[config.mk]
export PLATFORM = sky130hd
export DESIGN_NAME = csp_regs
export DESIGN_NICKNAME = d
export VERILOG_FILES = /design/src/pkg/csp_pkg.sv /design/src/logic/csp_az_decode.sv /design/src/logic/csp_sync.sv /design/src/logic/csp_regs.sv
export SDC_FILE = /design/constraint.sdc
export NUM_CORES = 1
export LEC_CHECK = 0
export BUFFER_PORTS_ARGS = -buffer_cell sky130_fd_sc_hd__buf_2
export CAP_MARGIN = 20
export CORE_MARGIN = 5
export CORE_UTILIZATION = 51
export DETAILED_ROUTE_END_ITERATION = 12
export PLACE_DENSITY = 0.85
export SYNTH_ARGS = -nofsm -noshare
export SYNTH_HDL_FRONTEND = slang
export SYNTH_SLANG_ARGS = --single-unit
[constraint.sdc]
create_clock -name i_clk -period 2.7 [get_ports i_clk]
set_input_delay 0.135 -clock i_clk [delete_from_list [all_inputs] [get_ports i_clk]]
set_output_delay 0.135 -clock i_clk [all_outputs]
set_load 0.05 [all_outputs]
[src/pkg/csp_pkg.sv]
package csp_pkg;

  // ==========================================================================
  // Register map.
  // ==========================================================================
  localparam int ADDR_W = 4;
  localparam int DATA_W = 16;
  localparam logic [3:0] ADDR_CS_CONFIG = 4'h0;
  localparam logic [3:0] ADDR_OTP_PROGRAM = 4'h1;
  localparam logic [3:0] ADDR_IRQ_STATUS = 4'h2;
  localparam logic [3:0] ADDR_IRQ_MASK = 4'h3;
  localparam logic [3:0] ADDR_FAULT_STATE = 4'h4;

  // ==========================================================================
  // Field positions of the current-sense configuration register.
  // ==========================================================================
  localparam int POS_OCP_LATCH = 8;
  localparam int POS_SENSE_MODE = 9;
  localparam int POS_BRAKE = 10;
  localparam int POS_TRUNC_DIS = 11;
  localparam int POS_REF_SEL = 12;
  localparam int POS_NEG_DIS = 13;
  localparam int POS_AZ_LO = 14;
  localparam int POS_AZ_HI = 15;
  localparam logic [15:0] CS_CONFIG_RESET = 16'h0833;

  // ==========================================================================
  // Field positions of the OTP program register.
  // ==========================================================================
  localparam int POS_PROG = 0;
  localparam int POS_TAG_LO = 1;
  localparam int POS_TAG_HI = 4;
  localparam logic [3:0] USER_TAG_RESET = 4'h0;

  // ==========================================================================
  // Interrupt status bits.
  // ==========================================================================
  localparam int IRQ_W = 3;
  localparam int IRQ_POS_OCP = 0;
  localparam int IRQ_NEG_OCP = 1;
  localparam int IRQ_PROG_DONE = 2;
  localparam logic [2:0] IRQ_MASK_RESET = 3'h0;

  // Auto-zero field encodings.
  typedef enum logic [1:0] {
    CSP_AZ_INTERNAL = 2'h0,
    CSP_AZ_OFF = 2'h1,
    CSP_AZ_EXTERNAL = 2'h2,
    CSP_AZ_EXT_CPGATE = 2'h3
  } csp_az_t;

endpackage

[src/logic/csp_az_decode.sv]
`timescale 1ns/1ps
// ==========================================================================
// Auto-zero mode decode, registered.
// ==========================================================================
module csp_az_decode
(
  input wire logic i_clk,
  input wire logic i_reset,
  input wire logic [1:0] i_mode,
  output logic o_enable,
  output logic o_external_sync,
  output logic o_cp_clock_gate
);

  wire next_enable;
  wire next_external_sync;
  wire next_cp_clock_gate;

  // Only the off code disables; both upper codes take the external sync.
  assign next_enable = (i_mode != csp_pkg::CSP_AZ_OFF);
  assign next_external_sync = i_mode[1];
  assign next_cp_clock_gate = (i_mode == csp_pkg::CSP_AZ_EXT_CPGATE);

  // Registered so the top outputs come straight from flip-flops.
  always_ff @(posedge i_clk or posedge i_reset)
  begin
    if (i_reset)
    begin
      o_enable <= 1'b1;
      o_external_sync <= 1'b0;
      o_cp_clock_gate <= 1'b0;
    end
    else
    begin
      o_enable <= next_enable;
      o_external_sync <= next_external_sync;
      o_cp_clock_gate <= next_cp_clock_gate;
    end
  end

endmodule

[src/logic/csp_sync.sv]
`timescale 1ns/1ps
// ==========================================================================
// Three-stage synchroniser; a change counts once stages two and three agree.
// ==========================================================================
module csp_sync
(
  input wire logic i_clk,
  input wire logic i_reset,
  input wire logic i_async,
  output logic o_level
);

  logic [2:0] stage;

  // The first stage feeds only the second, keeping metastability contained.
  always_ff @(posedge i_clk or posedge i_reset)
  begin
    if (i_reset)
    begin
      stage <= 3'h0;
      o_level <= 1'b0;
    end
    else
    begin
      stage <= {stage[1:0], i_async};
      if (stage[1] == stage[2])
      begin
        o_level <= stage[2];
      end
    end
  end

endmodule

[src/logic/csp_regs.sv]
`timescale 1ns/1ps
// What this block does
// - Bit 8 of the sense configuration selects an unlatched (0) or latched (1) overcurrent fault.
// - Bit 9 selects shunt sensing at 0, and at 1 on-resistance sensing with sampling forced to low-side gate on only.
// - Bit 10 at 1 makes an overcurrent fault request braking and forces it latched; at 0 there is no braking.
// - Bit 11 at 1 stops PWM truncation on overcurrent while fault triggering stays unchanged.
// - Bit 12 selects the internal offset reference at 0 and the external reference pin at 1.
// - Bit 13 at 1 suppresses negative overcurrent truncation and fault reporting entirely.
// - Bits 15:14 pick auto-zero internal sync, off, external sync, or external sync with charge pump gating.
// - Writing 1 to bit 0 of the OTP program register starts OTP programming; the bit is write-only.
// - Bits 4:1 of the OTP program register hold a read-write user version tag for the OTP.
// - Bits 15:5 of the OTP program register read as zero and ignore writes.
module csp_regs
(
  input wire logic i_clk,
  input wire logic i_reset,
  input wire logic [csp_pkg::ADDR_W-1:0] i_addr,
  input wire logic [csp_pkg::DATA_W-1:0] i_wdata,
  input wire logic i_wr,
  input wire logic i_rd,
  output logic [csp_pkg::DATA_W-1:0] o_rdata,
  input wire logic i_pos_ocp,
  input wire logic i_neg_ocp,
  input wire logic i_low_side_gate,
  input wire logic i_prog_done,
  input wire logic i_fault_clear,
  output logic o_ocp_fault,
  output logic o_neg_ocp_fault,
  output logic o_truncate_pwm,
  output logic o_brake_request,
  output logic o_sense_rdson,
  output logic o_sense_sample_en,
  output logic o_reference_external,
  output logic o_az_enable,
  output logic o_az_external_sync,
  output logic o_cp_clock_gate,
  output logic o_nvm_program_trigger,
  output logic [3:0] o_user_version_tag,
  output logic o_irq
);

  // ==========================================================================
  // Storage.
  // ==========================================================================
  logic [csp_pkg::DATA_W-1:0] cs_config;
  logic [3:0] user_version_tag;
  logic [csp_pkg::IRQ_W-1:0] irq_status;
  logic [csp_pkg::IRQ_W-1:0] irq_mask;
  logic ocp_hold;
  logic neg_hold;
  logic pos_sync;
  logic neg_sync;
  logic gate_sync;
  logic done_sync;
  logic done_prev;

  // ==========================================================================
  // Pin synchronisers: the sense comparators and gate come from analog land.
  // ==========================================================================
  // A pin level must hold at least two clock cycles to count; shorter glitches are dropped.
  // Each path adds about four cycles before the field logic sees a change.
  csp_sync u_sync_pos
  (
    .i_clk(i_clk),
    .i_reset(i_reset),
    .i_async(i_pos_ocp),
    .o_level(pos_sync)
  );

  csp_sync u_sync_neg
  (
    .i_clk(i_clk),
    .i_reset(i_reset),
    .i_async(i_neg_ocp),
    .o_level(neg_sync)
  );

  csp_sync u_sync_gate
  (
    .i_clk(i_clk),
    .i_reset(i_reset),
    .i_async(i_low_side_gate),
    .o_level(gate_sync)
  );

  csp_sync u_sync_done
  (
    .i_clk(i_clk),
    .i_reset(i_reset),
    .i_async(i_prog_done),
    .o_level(done_sync)
  );

  // ==========================================================================
  // Field views and decode.
  // ==========================================================================
  wire ocp_latch_select = cs_config[csp_pkg::POS_OCP_LATCH];
  wire sense_mode = cs_config[csp_pkg::POS_SENSE_MODE];
  wire brake_on_overcurrent = cs_config[csp_pkg::POS_BRAKE];
  wire truncation_disable = cs_config[csp_pkg::POS_TRUNC_DIS];
  wire reference_source_select = cs_config[csp_pkg::POS_REF_SEL];
  wire negative_overcurrent_disable = cs_config[csp_pkg::POS_NEG_DIS];
  wire [1:0] auto_zero_mode = cs_config[csp_pkg::POS_AZ_HI:csp_pkg::POS_AZ_LO];

  wire wr_cfg = i_wr && (i_addr == csp_pkg::ADDR_CS_CONFIG);
  wire wr_otp = i_wr && (i_addr == csp_pkg::ADDR_OTP_PROGRAM);
  wire wr_irq_status = i_wr && (i_addr == csp_pkg::ADDR_IRQ_STATUS);
  wire wr_irq_mask = i_wr && (i_addr == csp_pkg::ADDR_IRQ_MASK);

  // Braking forces latching, so either bit makes the fault sticky.
  wire fault_latched = ocp_latch_select | brake_on_overcurrent;
  // The negative path is gated off entirely when disabled.
  wire neg_event = neg_sync & ~negative_overcurrent_disable;
  // Fault triggering ignores the truncation-disable bit.
  wire next_ocp_fault = pos_sync | neg_event | (fault_latched & ocp_hold);
  // A disabled negative path drops even a latched negative fault.
  wire neg_keep = fault_latched & neg_hold & ~negative_overcurrent_disable;
  wire next_neg_fault = neg_event | neg_keep;
  // Truncation follows the live comparators, never the latched copy.
  wire next_truncate = (pos_sync | neg_event) & ~truncation_disable;
  wire next_brake = brake_on_overcurrent & next_ocp_fault;
  // On-resistance sensing only samples while the low-side gate is on.
  wire next_sample_en = ~sense_mode | gate_sync;
  wire prog_pulse = wr_otp & i_wdata[csp_pkg::POS_PROG];
  wire done_rise = done_sync & ~done_prev;

  wire [csp_pkg::IRQ_W-1:0] irq_events;
  assign irq_events[csp_pkg::IRQ_POS_OCP] = pos_sync & ~ocp_hold;
  assign irq_events[csp_pkg::IRQ_NEG_OCP] = neg_event & ~neg_hold;
  assign irq_events[csp_pkg::IRQ_PROG_DONE] = done_rise;

  // Bits written as one clear their flag; bits written as zero leave it alone.
  wire [csp_pkg::IRQ_W-1:0] irq_clear = wr_irq_status ? i_wdata[csp_pkg::IRQ_W-1:0] : 3'h0;

  // Program bit and reserved bits read as zero; only the tag is visible.
  wire [csp_pkg::DATA_W-1:0] otp_view = {11'h000, user_version_tag, 1'b0};
  wire [csp_pkg::DATA_W-1:0] fault_view = {13'h0000, o_brake_request, neg_hold, ocp_hold};

  // Unmapped addresses read as zero.
  wire [csp_pkg::DATA_W-1:0] next_rdata =
    (i_addr == csp_pkg::ADDR_CS_CONFIG) ? cs_config :
    (i_addr == csp_pkg::ADDR_OTP_PROGRAM) ? otp_view :
    (i_addr == csp_pkg::ADDR_IRQ_STATUS) ? {13'h0000, irq_status} :
    (i_addr == csp_pkg::ADDR_IRQ_MASK) ? {13'h0000, irq_mask} :
    (i_addr == csp_pkg::ADDR_FAULT_STATE) ? fault_view : 16'h0000;

  // ==========================================================================
  // Configuration registers.
  // ==========================================================================
  // Whole-word writes; the threshold bits below 8 are held for the analog side.
  always_ff @(posedge i_clk or posedge i_reset)
  begin
    if (i_reset)
    begin
      cs_config <= csp_pkg::CS_CONFIG_RESET;
    end
    else if (wr_cfg)
    begin
      cs_config <= i_wdata;
    end
  end

  // Only the tag is stored; the program bit is a strobe and the rest is reserved.
  always_ff @(posedge i_clk or posedge i_reset)
  begin
    if (i_reset)
    begin
      user_version_tag <= csp_pkg::USER_TAG_RESET;
    end
    else if (wr_otp)
    begin
      user_version_tag <= i_wdata[csp_pkg::POS_TAG_HI:csp_pkg::POS_TAG_LO];
    end
  end

  // Read port: data stands only in the cycle after the strobe.
  // Reads have no side effects, so reading the status never clears a flag.
  always_ff @(posedge i_clk or posedge i_reset)
  begin
    if (i_reset)
    begin
      o_rdata <= 16'h0000;
    end
    else
    begin
      o_rdata <= i_rd ? next_rdata : 16'h0000;
    end
  end

  // ==========================================================================
  // Fault state.
  // ==========================================================================
  // A latched fault holds until cleared; a clear loses to a live comparator.
  always_ff @(posedge i_clk or posedge i_reset)
  begin
    if (i_reset)
    begin
      ocp_hold <= 1'b0;
    end
    else
    begin
      ocp_hold <= i_fault_clear ? (pos_sync | neg_event) : next_ocp_fault;
    end
  end

  // The negative copy feeds its own output and the fault view.
  always_ff @(posedge i_clk or posedge i_reset)
  begin
    if (i_reset)
    begin
      neg_hold <= 1'b0;
    end
    else
    begin
      neg_hold <= i_fault_clear ? neg_event : next_neg_fault;
    end
  end

  // ==========================================================================
  // Registered outputs.
  // ==========================================================================
  // Fault outputs registered to keep glitches off the gate driver.
  always_ff @(posedge i_clk or posedge i_reset)
  begin
    if (i_reset)
    begin
      o_ocp_fault <= 1'b0;
      o_neg_ocp_fault <= 1'b0;
      o_truncate_pwm <= 1'b0;
      o_brake_request <= 1'b0;
    end
    else
    begin
      o_ocp_fault <= ocp_hold;
      o_neg_ocp_fault <= neg_hold;
      o_truncate_pwm <= next_truncate;
      o_brake_request <= next_brake;
    end
  end

  // Sense front-end controls; sampling stays on throughout shunt mode.
  always_ff @(posedge i_clk or posedge i_reset)
  begin
    if (i_reset)
    begin
      o_sense_rdson <= 1'b0;
      o_sense_sample_en <= 1'b1;
      o_reference_external <= 1'b0;
    end
    else
    begin
      o_sense_rdson <= sense_mode;
      o_sense_sample_en <= next_sample_en;
      o_reference_external <= reference_source_select;
    end
  end

  // Copy of the stored tag for the OTP sequencer.
  always_ff @(posedge i_clk or posedge i_reset)
  begin
    if (i_reset)
    begin
      o_user_version_tag <= csp_pkg::USER_TAG_RESET;
    end
    else
    begin
      o_user_version_tag <= user_version_tag;
    end
  end

  // One clean pulse per write of 1; never readable, never held.
  always_ff @(posedge i_clk or posedge i_reset)
  begin
    if (i_reset)
    begin
      o_nvm_program_trigger <= 1'b0;
    end
    else
    begin
      o_nvm_program_trigger <= prog_pulse;
    end
  end

  csp_az_decode u_az
  (
    .i_clk(i_clk),
    .i_reset(i_reset),
    .i_mode(auto_zero_mode),
    .o_enable(o_az_enable),
    .o_external_sync(o_az_external_sync),
    .o_cp_clock_gate(o_cp_clock_gate)
  );

  // ==========================================================================
  // Interrupts.
  // ==========================================================================
  // Write one to clear; a new event in the same cycle wins over the clear.
  always_ff @(posedge i_clk or posedge i_reset)
  begin
    if (i_reset)
    begin
      irq_status <= 3'h0;
    end
    else
    begin
      irq_status <= (irq_status & ~irq_clear) | irq_events;
    end
  end

  // Mask bits share the status layout; every event starts masked.
  always_ff @(posedge i_clk or posedge i_reset)
  begin
    if (i_reset)
    begin
      irq_mask <= csp_pkg::IRQ_MASK_RESET;
    end
    else if (wr_irq_mask)
    begin
      irq_mask <= i_wdata[csp_pkg::IRQ_W-1:0];
    end
  end

  // Previous done level; it resets to the idle level so no false edge follows reset.
  always_ff @(posedge i_clk or posedge i_reset)
  begin
    if (i_reset)
    begin
      done_prev <= 1'b0;
    end
    else
    begin
      done_prev <= done_sync;
    end
  end

  // Level interrupt, registered so the pin comes straight from a flip-flop.
  always_ff @(posedge i_clk or posedge i_reset)
  begin
    if (i_reset)
    begin
      o_irq <= 1'b0;
    end
    else
    begin
      o_irq <= |(irq_status & irq_mask);
    end
  end

endmodule

== After elaboration in Yosys (flattened, before gate mapping) ==
Cells that the tools add are included.

* Reductions and logical operators: 6
* Mux-type cells: 9
* Bitwise logic cells: 25
* Eq/ne operators: 10

{| class="wikitable"
|+ Operator list
! operator !! count
|-
| $mux W16 || 2
|-
| $mux W3 || 4
|-
| $and A1 B1 Y1 || 10
|-
| $eq A4 B2 Y1 const B || 2
|-
| $and A3 B3 Y3 || 2
|-
| $not A1 Y1 || 6
|-
| $mux W5 || 1
|-
| $or A1 B1 Y1 || 5
|-
| $eq A1 B1 Y1 || 4
|-
| $eq A4 B1 Y1 const B || 1
|-
| $eq A4 B3 Y1 const B || 1
|-
| $logic_and A1 B1 Y1 || 4
|-
| $logic_not A4 Y1 || 1
|-
| $not A3 Y3 || 1
|-
| $or A3 B3 Y3 || 1
|-
| $reduce_or A3 Y1 || 1
|-
| $eq A2 B2 Y1 const B || 1
|-
| $mux W1 || 2
|-
| $ne A2 B1 Y1 const B || 1
|}

* Register bits after elaboration: 77
* Word-level logic and storage cells: 79
* Bits of input ports: 29

== Depth between registers and ports, before layout ==
* Word-level depth: 7
* Mapped depth: 6
* Depth with buffers taken out: 4

== Cells and area by module ==
Synthesis repeated with hierarchy kept, for this count alone.

* Cells, all modules: 187
* Area, all modules: 2736.4 um^2

{| class="wikitable"
|+ Modules (own cells, without submodules)
! module !! instances !! area each (um^2) !! cells an instance !! sequential area each (um^2)
|-
| csp_regs || 1 || 2183.3 || 157 || 1458.9
|-
| csp_sync || 4 || 115.1 || 6 || 100.1
|-
| csp_az_decode || 1 || 92.6 || 6 || 76.3
|}

== Worst setup path before layout ==
No wires, ideal clock.

* Path kind: flip-flop to flip-flop
* From: register o_brake_request
* To: register o_rdata[2] (netlist bit)
* Cell stages (with the launch flop): 4
* Required time: 2.623 ns
* Path slack: 1.479 ns
* Arrival: 1.144 ns
* Library setup time: 0.077 ns
* Cell sequence: dfrtp_1 -> nand3_1 -> a211o_1 -> a21oi_1

* Longest elaborated chain between the ends: 6

{| class="wikitable"
|+ Ends and longest elaborated chain
! what !! line !! source
|-
| from (decl) || csp_regs.sv:30 || <nowiki>output logic o_brake_request,</nowiki>
|-
| from (signal assigned) || csp_regs.sv:237 || <nowiki>o_brake_request <= next_brake;</nowiki>
|-
| $mux W3 || csp_regs.sv:145 || <nowiki>(i_addr == csp_pkg::ADDR_FAULT_STATE) ? fault_view : 16'h0000;</nowiki>
|-
| $mux W3 || csp_regs.sv:144 || <nowiki>(i_addr == csp_pkg::ADDR_IRQ_MASK) ? {13'h0000, irq_mask} :</nowiki>
|-
| $mux W3 || csp_regs.sv:143 || <nowiki>(i_addr == csp_pkg::ADDR_IRQ_STATUS) ? {13'h0000, irq_status} :</nowiki>
|-
| $mux W5 || csp_regs.sv:142 || <nowiki>(i_addr == csp_pkg::ADDR_OTP_PROGRAM) ? otp_view :</nowiki>
|-
| $mux W16 || csp_regs.sv:141 || <nowiki>(i_addr == csp_pkg::ADDR_CS_CONFIG) ? cs_config :</nowiki>
|-
| $mux W16 || csp_regs.sv:186 || <nowiki>o_rdata <= i_rd ? next_rdata : 16'h0000;</nowiki>
|-
| to (signal assigned) || csp_regs.sv:186 ||
|-
| to (decl) || csp_regs.sv:21 || <nowiki>output logic [csp_pkg::DATA_W-1:0] o_rdata,</nowiki>
|}

No other way between the ends.
A chain may end at the register's enable or synchronous reset.

== Worst setup path in the final report ==
* From: register u_az.o_enable
* To: output o_az_enable

{| class="wikitable"
|+ RTL lines
! what !! line !! source
|-
| from (decl) || csp_az_decode.sv:10 || <nowiki>output logic o_enable,</nowiki>
|-
| from (signal assigned) || csp_az_decode.sv:35 || <nowiki>o_enable <= next_enable;</nowiki>
|-
| to (decl) || csp_regs.sv:34 || <nowiki>output logic o_az_enable,</nowiki>
|}

No word-level cell between the ends.

==> results.md <==
- Status: finished, final reports clean
- Initial Util: 53.3%
- Buffers on Ports: 60
- Synthesized area: around 2800 sq um
- CTS resizes: 0
- Core Footprint: 5200 sq um
- Nets: 286
- Clock-pin slew on the worst setup and hold paths: 0.08 ns
- Worst Setup Start Kind: flip-flop
- # diodes: 0
- Die Ht: 83.8 um
- Unique masters post-synth: 35
- WP data arrival: about 1.1 ns
- Area contributors post-synth: dfrtp_1, dfstp_2, mux2_2
- Final Util: 65.6%
- Top_reg_cell synth: dfrtp_1
- Static Leak: between 1.5 and 2 nW
- Final Critical Period: 1.23 ns
- CTS H-Tree Depth: 3
- Worst-Margin Slew: 0.566 ns
- P&R area growth vs syn: 23.0%
- RSZ-0062 raised after global routing: no
- Async S/R FF share, synth: 100%
- Final Hold Viols: 0
- Clock Latency Late Sink: 0.34 ns
- Sink Count: 77
- Mapped Cells: 183
- EDFF count, synth: 0
- CP cell instances: buf_2
- Max-slew headroom at the worst pin: 62.3%
- Critical path class: reg -> out
- GRT Util Overall: 15.2%
- Post-DP HPWL: 3510 um
- Syn Area/Cell: 15.2 sq um
- Synth area leader: dfrtp_1
- Seq cells post-synth: just under 80
- Top Family by Delay on Critical Path: flip-flops
- Antenna violations before repair: 0
- Fmax: ~0.81 GHz
- Setup bufs post-CTS: 0
- Final setup vio count: 0
- Iter 0 DRT Violations: 50
- Cts hold-fix bufs: 5
- Area of the die: 7020 sq um
- Synth top area share: between 60% and 70%
- Skew final: roughly 0.009 ns
- Share of post-route cells with drive strength above 1: 43.1%
- Critical path buffers and inverters: 1
- Vias per cell: 4.85
- Hold Crit Class: in -> reg
- Vias in the first global route: approximately 1,700
- Power density over the cells: just over 800 nW/um^2
- Setup TNS: 0 ns
- Critical Path End Type: output port
- I/O pins: 61
- Total Routed Length: approximately 4900 um
- Worst stage delay on the critical path: 0.51 ns
- Ys Warns: 0
- Row cnt: 26
- CTS tree: done
- Largest net degree at the start of global routing: 49
- Final period utilization: 45.6%
- Routed length per instance: ~15 um
- Global route total overflow: 0
- Die Wd: 83.8 um
- Sequential share of the synthesized area: 69.7%
- Routed Antenna Nets: 0
- Syn_nets: 212
- Critical Path RT: 2.57 ns
- Crit Path Max Fanout: 1
- VDD IR max: ~390 uV
- DR pass1 iterations: 4
- Final slew viol count: 0
- First-pass GRT wire length: 8300 um
- Max-Cap Viols: 0
- GPL Wtd Cong: roughly 0.8
- CTS buffer count: 9
- Clk root buf: clkbuf_8
- Drc violations: 0
- Slowest stage cell, crit path: dfstp_2
- Fillers: 394
- Vias: about 1,600
- Clock Tree Buf Depth: 2
-- metal layers --
layer / vias to the layer above / track usage (%) / share of wire, %
li1: 779 / - / -
met1: 776 / 19.8 / 43
met2: 45 / 23.1 / 49
met3: 11 / 4.74 / 5.9
met4: 0 / 7.31 / 2.0
met5: - / 0 / 0
-- report_power, final --
group / internal [mW] / total, mW / switching, mW
combinational: 0.173 / 0.492 / 0.319
clock: 0.519 / 0.917 / 0.398
sequential: 1.33 / 1.42 / 0.0895
total: 2.02 / 2.83 / 0.807
-- layout by cell type (no fill, tap or decap), types with 4 or more instances in the layout --
cell type,count
dlygate4sd3_1,5
dfstp_2,7
dfrtp_1,70
buf_2,60
maj3_1,4
clkbuf_8,9
nor2_1,7
o21ai_0,7
nand2_1,8
inv_1,5
and2_1,12
mux2_2,15
mux2_4,8
-- cells by family after synthesis --
| logic type | count (synthesis) | share of synthesized area (%) |
|---|---|---|
| fa+ha+maj | 4 | 1.44 |
| simple gates | 46 | 10.6 |
| buf+inv | 10 | 1.89 |
| mux | 26 | 11.5 |
| compound gates | 20 | 4.78 |
| flops | 77 | 69.7 |
-- final timing paths --
kind | slack (ns) | cells after the start | to | startpoint
min in group asynchronous | 0.40 | 4 | o_rdata[12] | i_reset
worst min register to register | 0.35 | 0 | u_sync_pos.stage[1] | u_sync_pos.stage[0]
max in group asynchronous | 1.82 | 4 | cs_config[0] | i_reset
worst min-delay path | 0.02 | 2 | cs_config[5] | i_wdata[5]
worst max-delay path | 1.47 | 1 | o_az_enable | u_az.o_enable
worst max register to register | 1.60 | 3 | o_brake_request | cs_config[13]
-- flip-flops by register name, indices dropped and copies added, names as in the netlist, 3 cells and up --
register            cells
u_sync_pos.stage        3
u_sync_gate.stage       3
u_sync_done.stage       3
o_user_version_tag      4
cs_config              16
u_sync_neg.stage        3
o_rdata                16
irq_mask                3
irq_status              3
user_version_tag        4
-- final cells by class --
| class | count | area (sq um) | share of cell area (%) |
|---|---|---|---|
| multi-input combinational | 96 | 787 | 23.0 |
| tap | 70 | 87.6 | 2.57 |
| sequential | 77 | 1940 | 56.7 |
| clock inverter | 6 | 87.6 | 2.57 |
| inverter | 6 | 23.8 | 0.696 |
| timing repair buffer | 67 | 365 | 10.7 |
| clock buffer | 10 | 128 | 3.74 |
-- per-stage QoR --
step / power [mW] / instances / instance area, sq um / setup slack [ns] / hold slack, ns
floorplan: 1.79 / 183 / 2780 / 0.610 / 0.166
global placement: 1.92 / 311 / 3150 / 1.42 / 0.217
detailed placement: 1.93 / 311 / 3150 / 1.41 / 0.228
CTS: 2.86 / 332 / 3410 / 1.45 / 0.00217
global route: 2.95 / 332 / 3410 / 1.43 / 0.00740
finish: 2.83 / 332 / 3410 / 1.47 / 0.0203
-- synth_stat cells (2+ instances only) --
library cell and number:
nand3_1 2, nand2_1 8, mux2i_1 3, maj3_1 4, nor2_1 7, dfstp_2 7
dfrtp_1 70, o21ai_0 7, mux2_2 15, and2_1 12, buf_4 2, inv_1 6
a211o_1 2, nor2b_1 3, o31ai_1 2, nand2b_1 3, mux2_4 8, a21oi_1 3
a22o_1 2, nor2_4 2
No activity file was read; power rests on OpenSTA's default activity.
